===== config.mk =====
export PLATFORM = sky130hd
export DESIGN_NAME = pwm_autoshutdown_gate_ctrl
export DESIGN_NICKNAME = d
export VERILOG_FILES = /design/src/shutdown_gate_pkg.sv /design/src/pwm_autoshutdown_gate_ctrl.sv /design/src/shutdown_event_core.sv
export SDC_FILE = /design/constraint.sdc
export NUM_CORES = 1
export LEC_CHECK = 0
export ABC_AREA = 1
export BUFFER_PORTS_ARGS = -buffer_cell sky130_fd_sc_hd__buf_2
export CAP_MARGIN = 20
export CELL_PAD_IN_SITES_DETAIL_PLACEMENT = 0
export CELL_PAD_IN_SITES_GLOBAL_PLACEMENT = 1
export CORE_UTILIZATION = 36
export CTS_CLUSTER_SIZE = 40
export DETAILED_ROUTE_END_ITERATION = 7
export PLACE_DENSITY = 0.93
export SYNTH_ARGS = -nofsm -noshare
export SYNTH_HDL_FRONTEND = slang
export SYNTH_SLANG_ARGS = --single-unit

===== constraint.sdc =====
create_clock -name clock -period 2.6 [get_ports clock]
set_input_delay 0.26 -clock clock [delete_from_list [all_inputs] [get_ports clock]]
set_output_delay 0.26 -clock clock [all_outputs]
set_load 0.02 [all_outputs]

===== src/shutdown_gate_pkg.sv =====
// Package for the auto-shutdown and gating control block.
// Assumes a single 125 MHz clock and an AHB-Lite register port.
package shutdown_gate_pkg;

  // Register map (byte addresses)
  localparam logic [11:0] ctrl_addr      = 12'h000;
  localparam logic [11:0] status_addr    = 12'h004;
  localparam logic [11:0] irq_status_addr = 12'h008;
  localparam logic [11:0] irq_mask_addr  = 12'h00c;

  // Control field positions
  localparam int restart_bit  = 15;
  localparam int gate_mode_bit = 14;
  localparam int force_bit    = 12;
  localparam logic [15:0] ctrl_write_mask = 16'hd0ff;
  localparam logic [15:0] ctrl_reset      = 16'h0000;

  // Interrupt status bits
  localparam int irq_event_set   = 0;
  localparam int irq_event_clear = 1;
  localparam logic [1:0] irq_reset = 2'h0;

  // AHB encodings
  localparam logic [1:0] htrans_nonseq = 2'h2;
  localparam logic [2:0] hsize_word    = 3'h2;

  typedef struct packed {
    logic       restart_enable;
    logic       gate_mode;
    logic       force_shutdown;
    logic [7:0] source_enable;
  } control_t;

  typedef struct packed {
    logic [11:0] addr;
    logic        write;
  } bus_req_t;

endpackage : shutdown_gate_pkg

===== src/pwm_autoshutdown_gate_ctrl.sv =====
// Auto-shutdown and gating control top with AHB-Lite register slave.
// Assumes one clock; period_start marks time-base reset or rollover.
//
// Summary of operation
// - Restart enable auto-clears flag at next period start if no request is active
// - Gate mode defers shutdown to period boundary
// - Software force acts as a shutdown event
// - Eight source enable bits gate shutdown sources
`timescale 1ns/100ps
module pwm_autoshutdown_gate_ctrl (
  // Clock and reset
  input  wire logic        clock,
  input  wire logic        reset,
  // AHB-Lite slave
  input  wire logic        hsel,
  input  wire logic [11:0] haddr,
  input  wire logic [1:0]  htrans,
  input  wire logic        hwrite,
  input  wire logic [2:0]  hsize,
  input  wire logic [31:0] hwdata,
  input  wire logic        hready,
  output logic [31:0]      hrdata,
  output logic             hreadyout,
  output logic             hresp,
  // Timer unit
  input  wire logic [7:0]  shutdown_sources,
  input  wire logic        period_start,
  output logic             shutdown_event_flag,
  output logic             shutdown_active,
  // Interrupt
  output logic             irq
);

  logic [15:0]                 ctrl;
  logic [15:0]                 next_ctrl;
  logic [1:0]                  irq_status;
  logic [1:0]                  next_irq_status;
  logic [1:0]                  irq_mask;
  logic [1:0]                  next_irq_mask;
  shutdown_gate_pkg::bus_req_t req;
  shutdown_gate_pkg::bus_req_t next_req;
  logic                        req_valid;
  logic                        next_req_valid;
  logic [31:0]                 next_hrdata;
  logic                        soft_clear;
  logic                        set_pulse;
  logic                        clear_pulse;
  shutdown_gate_pkg::control_t control;

  ////////////////////////////////////////////////////////////////////////
  // Bus capture: zero wait states, always OKAY
  assign hreadyout = 1'b1;
  assign hresp     = 1'b0;

  always_comb begin
    next_req_valid = hsel && hready && (htrans == shutdown_gate_pkg::htrans_nonseq);
    next_req.addr  = haddr;
    next_req.write = hwrite;
  end

  always_ff @(posedge clock or posedge reset) begin
    if (reset) begin
      req_valid <= 1'b0;
      req       <= '0;
    end else begin
      req_valid <= next_req_valid;
      req       <= next_req;
    end
  end

  ////////////////////////////////////////////////////////////////////////
  // Register writes in the data phase
  always_comb begin
    next_ctrl       = ctrl;
    next_irq_mask   = irq_mask;
    next_irq_status = irq_status;
    soft_clear      = 1'b0;
    if (req_valid && req.write) begin
      unique case (req.addr)
        shutdown_gate_pkg::ctrl_addr:
          next_ctrl = hwdata[15:0] & shutdown_gate_pkg::ctrl_write_mask;
        shutdown_gate_pkg::status_addr:
          soft_clear = ~hwdata[0]; // Writing zero clears the flag unless restart is enabled
        shutdown_gate_pkg::irq_status_addr:
          next_irq_status = irq_status & ~hwdata[1:0];
        shutdown_gate_pkg::irq_mask_addr:
          next_irq_mask = hwdata[1:0];
        default: ;
      endcase
    end
    // Hardware set wins over write-one-to-clear
    next_irq_status[shutdown_gate_pkg::irq_event_set]   =
      next_irq_status[shutdown_gate_pkg::irq_event_set] | set_pulse;
    next_irq_status[shutdown_gate_pkg::irq_event_clear] =
      next_irq_status[shutdown_gate_pkg::irq_event_clear] | clear_pulse;
  end

  always_ff @(posedge clock or posedge reset) begin
    if (reset) begin
      ctrl       <= shutdown_gate_pkg::ctrl_reset;
      irq_status <= shutdown_gate_pkg::irq_reset;
      irq_mask   <= shutdown_gate_pkg::irq_reset;
    end else begin
      ctrl       <= next_ctrl;
      irq_status <= next_irq_status;
      irq_mask   <= next_irq_mask;
    end
  end

  ////////////////////////////////////////////////////////////////////////
  // Read data registered one cycle after the address phase
  always_comb begin
    next_hrdata = 32'h0000_0000;
    if (next_req_valid && !hwrite) begin
      unique case (haddr)
        shutdown_gate_pkg::ctrl_addr:       next_hrdata = {16'h0000, next_ctrl};
        shutdown_gate_pkg::status_addr:     next_hrdata = {31'h0, shutdown_event_flag};
        shutdown_gate_pkg::irq_status_addr: next_hrdata = {30'h0, next_irq_status};
        shutdown_gate_pkg::irq_mask_addr:   next_hrdata = {30'h0, next_irq_mask};
        default:                            next_hrdata = 32'h0000_0000;
      endcase
    end
  end

  always_ff @(posedge clock or posedge reset) begin
    if (reset) begin
      hrdata <= 32'h0000_0000;
    end else begin
      hrdata <= next_hrdata;
    end
  end

  ////////////////////////////////////////////////////////////////////////
  // Control fields feed the event core
  assign control.restart_enable = ctrl[shutdown_gate_pkg::restart_bit];
  assign control.gate_mode      = ctrl[shutdown_gate_pkg::gate_mode_bit];
  assign control.force_shutdown = ctrl[shutdown_gate_pkg::force_bit];
  assign control.source_enable  = ctrl[7:0];

  shutdown_event_core core (
    .clock               (clock),
    .reset               (reset),
    .control             (control),
    .shutdown_sources    (shutdown_sources),
    .period_start        (period_start),
    .soft_clear          (soft_clear),
    .shutdown_event_flag (shutdown_event_flag),
    .shutdown_request    (shutdown_active),
    .event_set_pulse     (set_pulse),
    .event_clear_pulse   (clear_pulse)
  );

  // Level interrupt while any unmasked status bit is set
  assign irq = |(irq_status & irq_mask);

endmodule : pwm_autoshutdown_gate_ctrl


===== src/shutdown_event_core.sv =====
// Shutdown event latch: applies gate mode timing and restart policy.
// Assumes period_start and sources are synchronous to clock.
`timescale 1ns/100ps
module shutdown_event_core (
  // Clock and reset
  input  wire logic                        clock,
  input  wire logic                        reset,
  // Configuration
  input  wire shutdown_gate_pkg::control_t control,
  input  wire logic [7:0]                  shutdown_sources,
  input  wire logic                        period_start,
  input  wire logic                        soft_clear,
  // Results
  output logic                             shutdown_event_flag,
  output logic                             shutdown_request,
  output logic                             event_set_pulse,
  output logic                             event_clear_pulse
);

  logic next_flag;
  logic active_request;

  // Any enabled source or software force is a shutdown request
  assign active_request = (|(shutdown_sources & control.source_enable))
                          | control.force_shutdown;

  ////////////////////////////////////////////////////////////////////////
  // Next flag: setting wins over clearing so no event is lost
  always_comb begin
    next_flag = shutdown_event_flag;
    if (soft_clear && !control.restart_enable) begin
      next_flag = 1'b0;
    end
    if (control.restart_enable && period_start && !active_request) begin
      next_flag = 1'b0;
    end
    if (active_request && (!control.gate_mode || period_start)) begin
      next_flag = 1'b1;
    end
  end

  always_ff @(posedge clock or posedge reset) begin
    if (reset) begin
      shutdown_event_flag <= 1'b0;
      event_set_pulse     <= 1'b0;
      event_clear_pulse   <= 1'b0;
    end else begin
      shutdown_event_flag <= next_flag;
      event_set_pulse     <= next_flag & ~shutdown_event_flag;
      event_clear_pulse   <= ~next_flag & shutdown_event_flag;
    end
  end

  // Latched event flag drives the timer gate path, so gate mode defers it
  assign shutdown_request = shutdown_event_flag;

endmodule : shutdown_event_core


=== Word-level counts from Yosys, hierarchy flattened ===
Index checks and enable logic that the tools add are counted.

* Flip-flop bits (word level): 69
* Input port bits: 63
* Output and inout port bits: 37
* Logic and storage cells: 59

* Eq/ne operators: 7
* Multiplexer cells: 13
* Bitwise operators: 12
* Reductions and logical operators: 17

{| class="wikitable"
|+ Operators with widths
! cell !! count
|-
| 16-bit one-hot mux with 4 select lines || 1
|-
| 12-bit by 4-bit == test with 1-bit output (second input constant) || 4
|-
| 16-bit 2-to-1 mux || 3
|-
| 12-bit by 3-bit == test with 1-bit output (second input constant) || 2
|-
| 12-bit logical NOT || 2
|-
| 8-bit bitwise AND || 1
|-
| 1-bit logical AND || 8
|-
| 2-bit 2-to-1 mux || 4
|-
| 8-bit OR reduction || 1
|-
| 1-bit 2-to-1 mux || 5
|-
| 2-bit bitwise AND || 2
|-
| 1-bit logical NOT || 4
|-
| 1-bit NOT || 3
|-
| 1-bit bitwise OR || 3
|-
| 1-bit bitwise AND || 2
|-
| 2-bit == test (second input constant) || 1
|-
| 2-bit NOT || 1
|-
| 2-bit OR reduction || 1
|-
| 1-bit logical OR || 1
|}

=== Logic depth before layout (Yosys ltp) ===
Gate-level depths: netlist of the first run.

* Depth in word-level cells: 9
* Mapped depth: 11
* Gate-level depth less buffers: 10

=== Cells and area by module ===
Synthesis of the first run repeated with hierarchy kept, for this count alone.

* Cells, all modules: 252
* Area, all modules: 2,293.4 um^2

{| class="wikitable"
|+ By module, submodules not included
! module !! instances !! cells each !! area each (um^2) !! seq. area each (um^2)
|-
| pwm_autoshutdown_gate_ctrl || 1 || 219 || 2,077.0 || 1,251.2
|-
| shutdown_event_core || 1 || 33 || 216.5 || 75.1
|}

=== Least setup slack after synthesis of the first run ===
Ideal clock, no wire load.

* Path type: register to register
* From: register req[12] in the netlist's numbering
* To: register hrdata[12]
* Setup time: 0.113 ns
* Arrival time: 1.341 ns
* Required time: 2.487 ns
* Slack: 1.146 ns
* Cell stages (with the launch flop): 9
* Clock period less this slack: 1.454 ns
* Cell sequence: dfrtp_1 -> nor2_1 -> nand2_1 -> nor2_4 -> nand2_4 -> buf_6 -> mux2_4 -> nand2_1 -> inv_1

* Cells in the longest elaborated chain, start to end: 5

{| class="wikitable"
|+ RTL lines
! item !! RTL line !! text
|-
| start: declaration || pwm_autoshutdown_gate_ctrl.sv:40 || <nowiki>shutdown_gate_pkg::bus_req_t req;</nowiki>
|-
| start signal: assignment || pwm_autoshutdown_gate_ctrl.sv:67 || <nowiki>req <= next_req;</nowiki>
|-
| 12-bit logical NOT || pwm_autoshutdown_gate_ctrl.sv:79 || <nowiki>unique case (req.addr)</nowiki>
|-
| 16-bit 2-to-1 mux || pwm_autoshutdown_gate_ctrl.sv:79 ||
|-
| 16-bit 2-to-1 mux || pwm_autoshutdown_gate_ctrl.sv:78 || <nowiki>if (req_valid && req.write) begin</nowiki>
|-
| via next_ctrl[12] || pwm_autoshutdown_gate_ctrl.sv:35 || <nowiki>logic [15:0] next_ctrl;</nowiki>
|-
| 16-bit one-hot mux with 4 select lines || pwm_autoshutdown_gate_ctrl.sv:115 || <nowiki>unique case (haddr)</nowiki>
|-
| 16-bit 2-to-1 mux || pwm_autoshutdown_gate_ctrl.sv:114 || <nowiki>if (next_req_valid && !hwrite) begin</nowiki>
|-
| via next_hrdata[12] || pwm_autoshutdown_gate_ctrl.sv:44 || <nowiki>logic [31:0] next_hrdata;</nowiki>
|-
| end signal: assignment || pwm_autoshutdown_gate_ctrl.sv:129 || <nowiki>hrdata <= next_hrdata;</nowiki>
|-
| end: declaration || pwm_autoshutdown_gate_ctrl.sv:22 || <nowiki>output logic [31:0] hrdata,</nowiki>
|}

The timed path passes the listed nets, and every way through them passes these cells.

=== Final worst setup path of the first run ===
* From: register req[12] in the netlist's numbering
* To: register hrdata[0]

Same word-level chain as after synthesis.

==> results of run 1 <==
[final cells by class]
type                       instances  area [µm²]  area share (%)
timing repair buffer              60         310            11.7
tap                               75        93.8            3.55
clock buffer                       6        72.6            2.74
inverter                          37         139            5.25
sequential                        53        1330            50.2
multi-input combinational        138         663            25.1
clock inverter                     2        38.8            1.47
[cells by family (layout without fill, tap and decap cells)]
kind of cell,count (synthesis),after routing
and+or+nand+nor,102,102
buffers and inverters,57,105
DFF,53,53
AOI/OAI and AO/OA,9,9
muxes,9,9
other,2,18
[where the power goes]
group	internal, mW	total (mW)	switching [mW]
sequential	0.843	0.852	0.00895
clock	0.289	0.547	0.258
combinational	0.0399	0.113	0.0729
total	1.17	1.51	0.340
[worst max-delay path by stage]
stage,endpoint,slack (ns)
after CTS,hrdata[1],1.01
after floorplan,core.event_clear_pulse,1.05
after global routing,hrdata[1],0.86
after global placement,hrdata[11],0.82
final,hrdata[0],1.02
after detailed placement,hrdata[11],0.78
[cell usage after synthesis]
library cell	number
nor2_4	1
nor3_1	5
conb_1	2
nand4_1	2
buf_6	1
dfrtp_1	53
o21ai_0	1
buf_4	19
mux2_4	3
a21oi_1	7
nor2_2	2
nand3_1	16
mux2_2	6
nand2_4	1
nor2_1	27
nand2_1	48
inv_1	37
a22o_1	1
[per-layer routing]
layer / global-route usage (%) / wire, µm
met3: 4.55 / 235
met4: 4.29 / 35
met2: 24.3 / 2050
met5: 0 / 0
met1: 14.5 / 1640
[state kept, by name, summed over array words and instances, names as in the netlist]
signal                    cells
hrdata                       16
req                          13
irq_status                    2
req_valid                     1
core.event_set_pulse          1
core.event_clear_pulse        1
irq_mask                      2
core.shutdown_event_flag      1
ctrl                         16
[through the flow]
step	power [mW]	hold slack (ns)
floorplan	0.955	0.291
global placement	0.978	0.179
detailed placement	0.982	0.184
CTS	1.53	0.0634
global route	1.59	0.0511
finish	1.51	0.0687
[critical path: stages (launching register included)]
cell and delay [ns]:
dfrtp_1 0.37, nor2_1 0.10, nand2_1 0.09, nor2_4 0.25, nand2_4 0.21, nand2_1 0.10
nand2_1 0.07, nand2_1 0.06, nand3_1 0.06, nor2_1 0.10, nor2_1 0.05
[repair_timing]
| action | 4_1_cts | 5_1_grt |
|---|---|---|
| hold endpoints to repair | 9 | 0 |
| hold buffers | 1 | 0 |
| resized for setup | 0 | 0 |
==> out/qor.yml, run 1 <==
dp_cells: 362
vias: 1605
drv_cap: 0
min_period_over_period_pct: 60.7
final_nets: 358
cts.sink_count: 53
cts_setup_buffers: 0
fp.dieH_um: 80.6
final-max-slew-violation-count: 0
synthesis.area_mm2: 0.00222
ctsLongestPathBuffers: 2
routed_via_density: 4.33
grt_max_degree: 25
dpl_cell_area_mm2: 0.00252
synthSimpleGateAreaFrac_pct: 19.5
grtUsageTotal_pct: 13.4
arrival_ns: 1.77
antenna_found_initial: 0
synth_cell_type_count: 18
status: "finished clean"
end_kind: "register"
rsz0062_at_grt: "false"
fin_setup_tns_ns: 0
crit_start: "req[12]"
cts_tree: "done"
worstPathMaxFanout: 16
numCtsBuffers: 5
setup_viol: 0
layout_setup_ws_ns: 1.02
start_kind: "register"
initial_utilization_pct: 37.5
die-area_mm2: 0.00649
r2r_cells: 10
yosysWarnings: 0
dp.final_hpwl_um: 3070
r2r_slack_ns: 1.02
synth.mux.area_fraction_pct: 5.07
p_leak_nw: 1.55
postSynthAreaPerCell_um2: 9.58
drive_gt1_share_pct: 27.0
whs_endpoint: "req[5]"
final_antenna_net_count: 0
synth.top_cell.area_share_pct: 59.7
drt_iter0_drc: 67
synthXorXnorAreaFrac_pct: 0
ios: 100
fin_worst_skew_ns: 0.00541
grt_first_pass_wirelength_um: 6460
dr.pass1.iters: 4
fin_cells: 371
port_buffers: 57
yosysTopAreaCell: "dfrtp_1"
finalHoldViolCount: 0
core_area_mm2: 0.00592
synth_top_family_by_area: "simple AND/OR/NAND/NOR gates"
hp-class: "in2reg"
htreeDepth: 2
ctsRootBufferMaster: "clkbuf_8"
drt_wl_total_um: 3960
grt_pass1_vias: 1520
worstReg2RegEnd: "hrdata[0]"
r2r_start: "req[12]"
vdd_drop_max_uv: 305
synth_adder_area_share_pct: 0
p_per_area_mw_per_mm2: 572
drc_errors: 0
gp_congestion: 0.860
diodes: 0
fillerInstances: 608
final_common_cell: "buf_2"
die_x_um: 80.6
area_delta_synth_final_pct: 19.0
post-place-ws_ns: 0.781
mostFrequentLayoutCells: "buf_2 (57), dfrtp_1 (53), nand2_1 (48)"
synth_compound_area_share_pct: 2.20
wl_per_cell_um: 10.7
min_from: "haddr[4]"
synthCells: 232
path_class: "reg2reg"
overflow: 0
seq_area_frac_synth_pct: 59.7
layout_min_cycle_time_ns: 1.58
fin_area_mm2: 0.00264
critPathRequiredTime_ns: 2.79
worstHoldPathCells: 1
clk_pin_slew_ns: 0.09
synthTopCellsByArea: "dfrtp_1 (60%), nand2_1 (8.1%), buf_4 (6.4%)"
rows: 28
yosys_register_bits: 53
fin_util_pct: 44.7
clkLatencyLatePin_ns: 0.30
max_freq_mhz: 634
(Power assumes the default switching activity.)
==> run 2, diff against run 1 <==
ABC_AREA = 0   (was 1)
CORE_UTILIZATION = 35   (was 36)
PLACE_DENSITY = 0.89   (was 0.93)
clock period = 1.6 ns   (was 2.6 ns; I/O delays follow)
==> out/qor.yml, run 2 <==
overflow: 0
synthSimpleGateAreaFrac_pct: 16.2
grtUsageTotal_pct: 14.5
mostFrequentLayoutCells: "buf_2 (57), dfrtp_1 (53), conb_1 (18)"
antenna_found_initial: 0
numCtsBuffers: 5
fin_worst_skew_ns: 0.00730
path_cells: "nor4_4 -> buf_4 -> nand4_4 -> buf_12 -> mux2_4 -> and3_4"
clk_pin_slew_ns: 0.09
clkLatencyLatePin_ns: 0.30
drt_iter0_drc: 38
yosysTopAreaCell: "dfrtp_1"
wl_met3_um: 183
setup_viol: 11
max_freq_mhz: 577
maxUsedRoutingLayer: "met4"
dpl_cell_area_mm2: 0.00251
synth_cell_type_count: 36
start_kind: "register"
pwr-share-comb_pct: 10.4
grt_first_pass_wirelength_um: 6870
hp-class: "in2reg"
initial_utilization_pct: 36.2
yosysWarnings: 0
largestRegisters: "ctrl: 16 flops, hrdata: 16 flops, req: 13 flops"
grt_pass1_vias: 1434
arrival_ns: 1.93
synth.mux.area_fraction_pct: 7.76
cts_tree: "done"
gp_congestion: 0.691
synth_adder_area_share_pct: 0
htreeDepth: 2
vdd_drop_max_uv: 498
p_sw_uw: 571
drt_wl_total_um: 4310
p_int_mw: 1.81
synth_edf_count: 0
wl_per_cell_um: 13.7
drive_gt1_share_pct: 45.4
swShare_pct: 24.0
synthXorXnorAreaFrac_pct: 0
layout_min_cycle_time_ns: 1.73
synthTopCellsByArea: "dfrtp_1 (62%), buf_4 (6.7%), mux2_2 (4.2%)"
r2r_slack_ns: -0.13
fp.dieH_um: 80
final_common_cell: "buf_2"
die_x_um: 80
critPathRequiredTime_ns: 1.80
diodes: 0
routed_via_density: 4.54
drc_errors: 0
p_per_area_mw_per_mm2: 847
p_leak_nw: 1.44
ctsLongestPathBuffers: 2
finalHoldViolCount: 0
fin_area_mm2: 0.00281
synth_most_common_cell: "dfrtp_1"
ctsRootBufferMaster: "clkbuf_8"
die-area_mm2: 0.00640
wl_met1_um: 1820
port_buffers: 57
min_period_over_period_pct: 108
final-max-slew-violation-count: 0
grt_max_degree: 54
ff_latch_area_mm2: 0.00133
r2r_start: "req[10]"
postSynthAreaPerCell_um2: 13.5
min_from: "haddr[2]"
synthFlopType: "dfrtp_1"
worstPathMaxFanout: 16
synthCells: 158
seq_area_frac_synth_pct: 62.3
final_nets: 302
post-place-ws_ns: -0.147
synthesis.area_mm2: 0.00213
whs_endpoint: "req[3]"
crit_path_max_incr_delay_ns: 0.41
path_class: "reg2reg"
r2r_cells: 6
multi_input_area_um2: 758
end_kind: "register"
ys_async_sr_fraction_pct: 100
layout_setup_ws_ns: -0.134
ios: 100
crit_path_top_delay_cell: "dfrtp_1"
worstHoldPathCells: 1
dr.pass1.iters: 5
cts.sink_count: 53
power_frac_seq_pct: 59.4
synth_common_cells: "dfrtp_1 (53), buf_4 (19), and3_1 (14), mux2_2 (8), nor2_1 (7)"
power_frac_clock_pct: 30.1
rsz0062_at_grt: "true"
synth_top_family_by_area: "simple AND/OR/NAND/NOR gates"
vias: 1430
violations: "setup timing"
worstReg2RegEnd: "hrdata[12]"
synth.top_cell.area_share_pct: 62.3
final_antenna_net_count: 0
synth_compound_area_share_pct: 5.17
status: "finished, violations left"
dr_wl_met2_um: 2260
rows: 28
fin_setup_tns_ns: -1.26
drv_cap: 0
yosys_register_bits: 53
dp.final_hpwl_um: 2830
area_delta_synth_final_pct: 31.7
fillerInstances: 555
core_area_mm2: 0.00589
run 2: logic make-up (layout without fill, tap and decap cells):
group / count (synthesis) / after routing
AOI/OAI and AO/OA: 15 / 15
buffers and inverters: 26 / 92
DFF: 53 / 53
muxes: 13 / 13
other: 2 / 18
and+or+nand+nor: 49 / 49
run 2: worst max path at each step:
| stage | to | from | slack (ns) | depth (start not counted) |
|---|---|---|---|---|
| after floorplan | hrdata[12] | req[6] | -0.12 | 5 |
| after global placement | hrdata[0] | req[10] | -0.11 | 7 |
| after detailed placement | hrdata[12] | req[10] | -0.15 | 6 |
| after CTS | hrdata[6] | req[10] | -0.14 | 6 |
| after global routing | hrdata[0] | req[7] | -0.20 | 6 |
| final | hrdata[12] | req[10] | -0.13 | 6 |
run 2: cell type report:
type,instances,share of cell area (%)
multi-input cells,95,27.0
well taps,75,3.35
repair buffers,80,18.8
inverters,4,0.535
flip-flops and latches,53,47.3
clock inverters,1,0.268
clock buffers,7,2.72
run 2: power groups by stage:
stage	registers (mW)	logic (mW)	clock network, mW
floorplan	1.43	0.165	0
global placement	1.44	0.214	0
detailed placement	1.44	0.217	0
CTS	1.41	0.245	0.747
global route	1.42	0.274	0.799
finish	1.41	0.248	0.716
run 2: stage by stage:
| stage | utilization [%] | total power [mW] | hold WS, ns | instances |
|---|---|---|---|---|
| 3_5_place_dp | 42.6 | 1.66 | 0.228 | 292 |
| 5_1_grt | 47.7 | 2.49 | 0.0273 | 315 |
| 4_1_cts | 46.7 | 2.40 | 0.0293 | 314 |
| 2_1_floorplan | - | 1.60 | 0.191 | 174 |
| 3_3_place_gp | 42.6 | 1.65 | 0.223 | 292 |
| 6_report | 47.7 | 2.38 | 0.0358 | 315 |
run 2: routing by layer:
layer  vias to the layer above  GRT usage, %
li1                        682             -
met3                         6          3.54
met5                         -             0
met2                        34          25.6
met1                       708          17.2
met4                         0          4.82
run 2: critical path: cells and delay by family, from the launching register on:
family	cells	cell delay, ns
buffers and inverters	2	0.35
DFF	1	0.41
muxes	1	0.31
and+or+nand+nor	3	0.55
run 2: repair_timing:
action / CTS / global route
setup endpoints to repair: 16 / 25
pin swaps: 0 / 1
hold buffers: 13 / 0
endpoints found under the hold margin: 65 / 0
buffers inserted: 1 / 1
gates resized for setup: 3 / 13
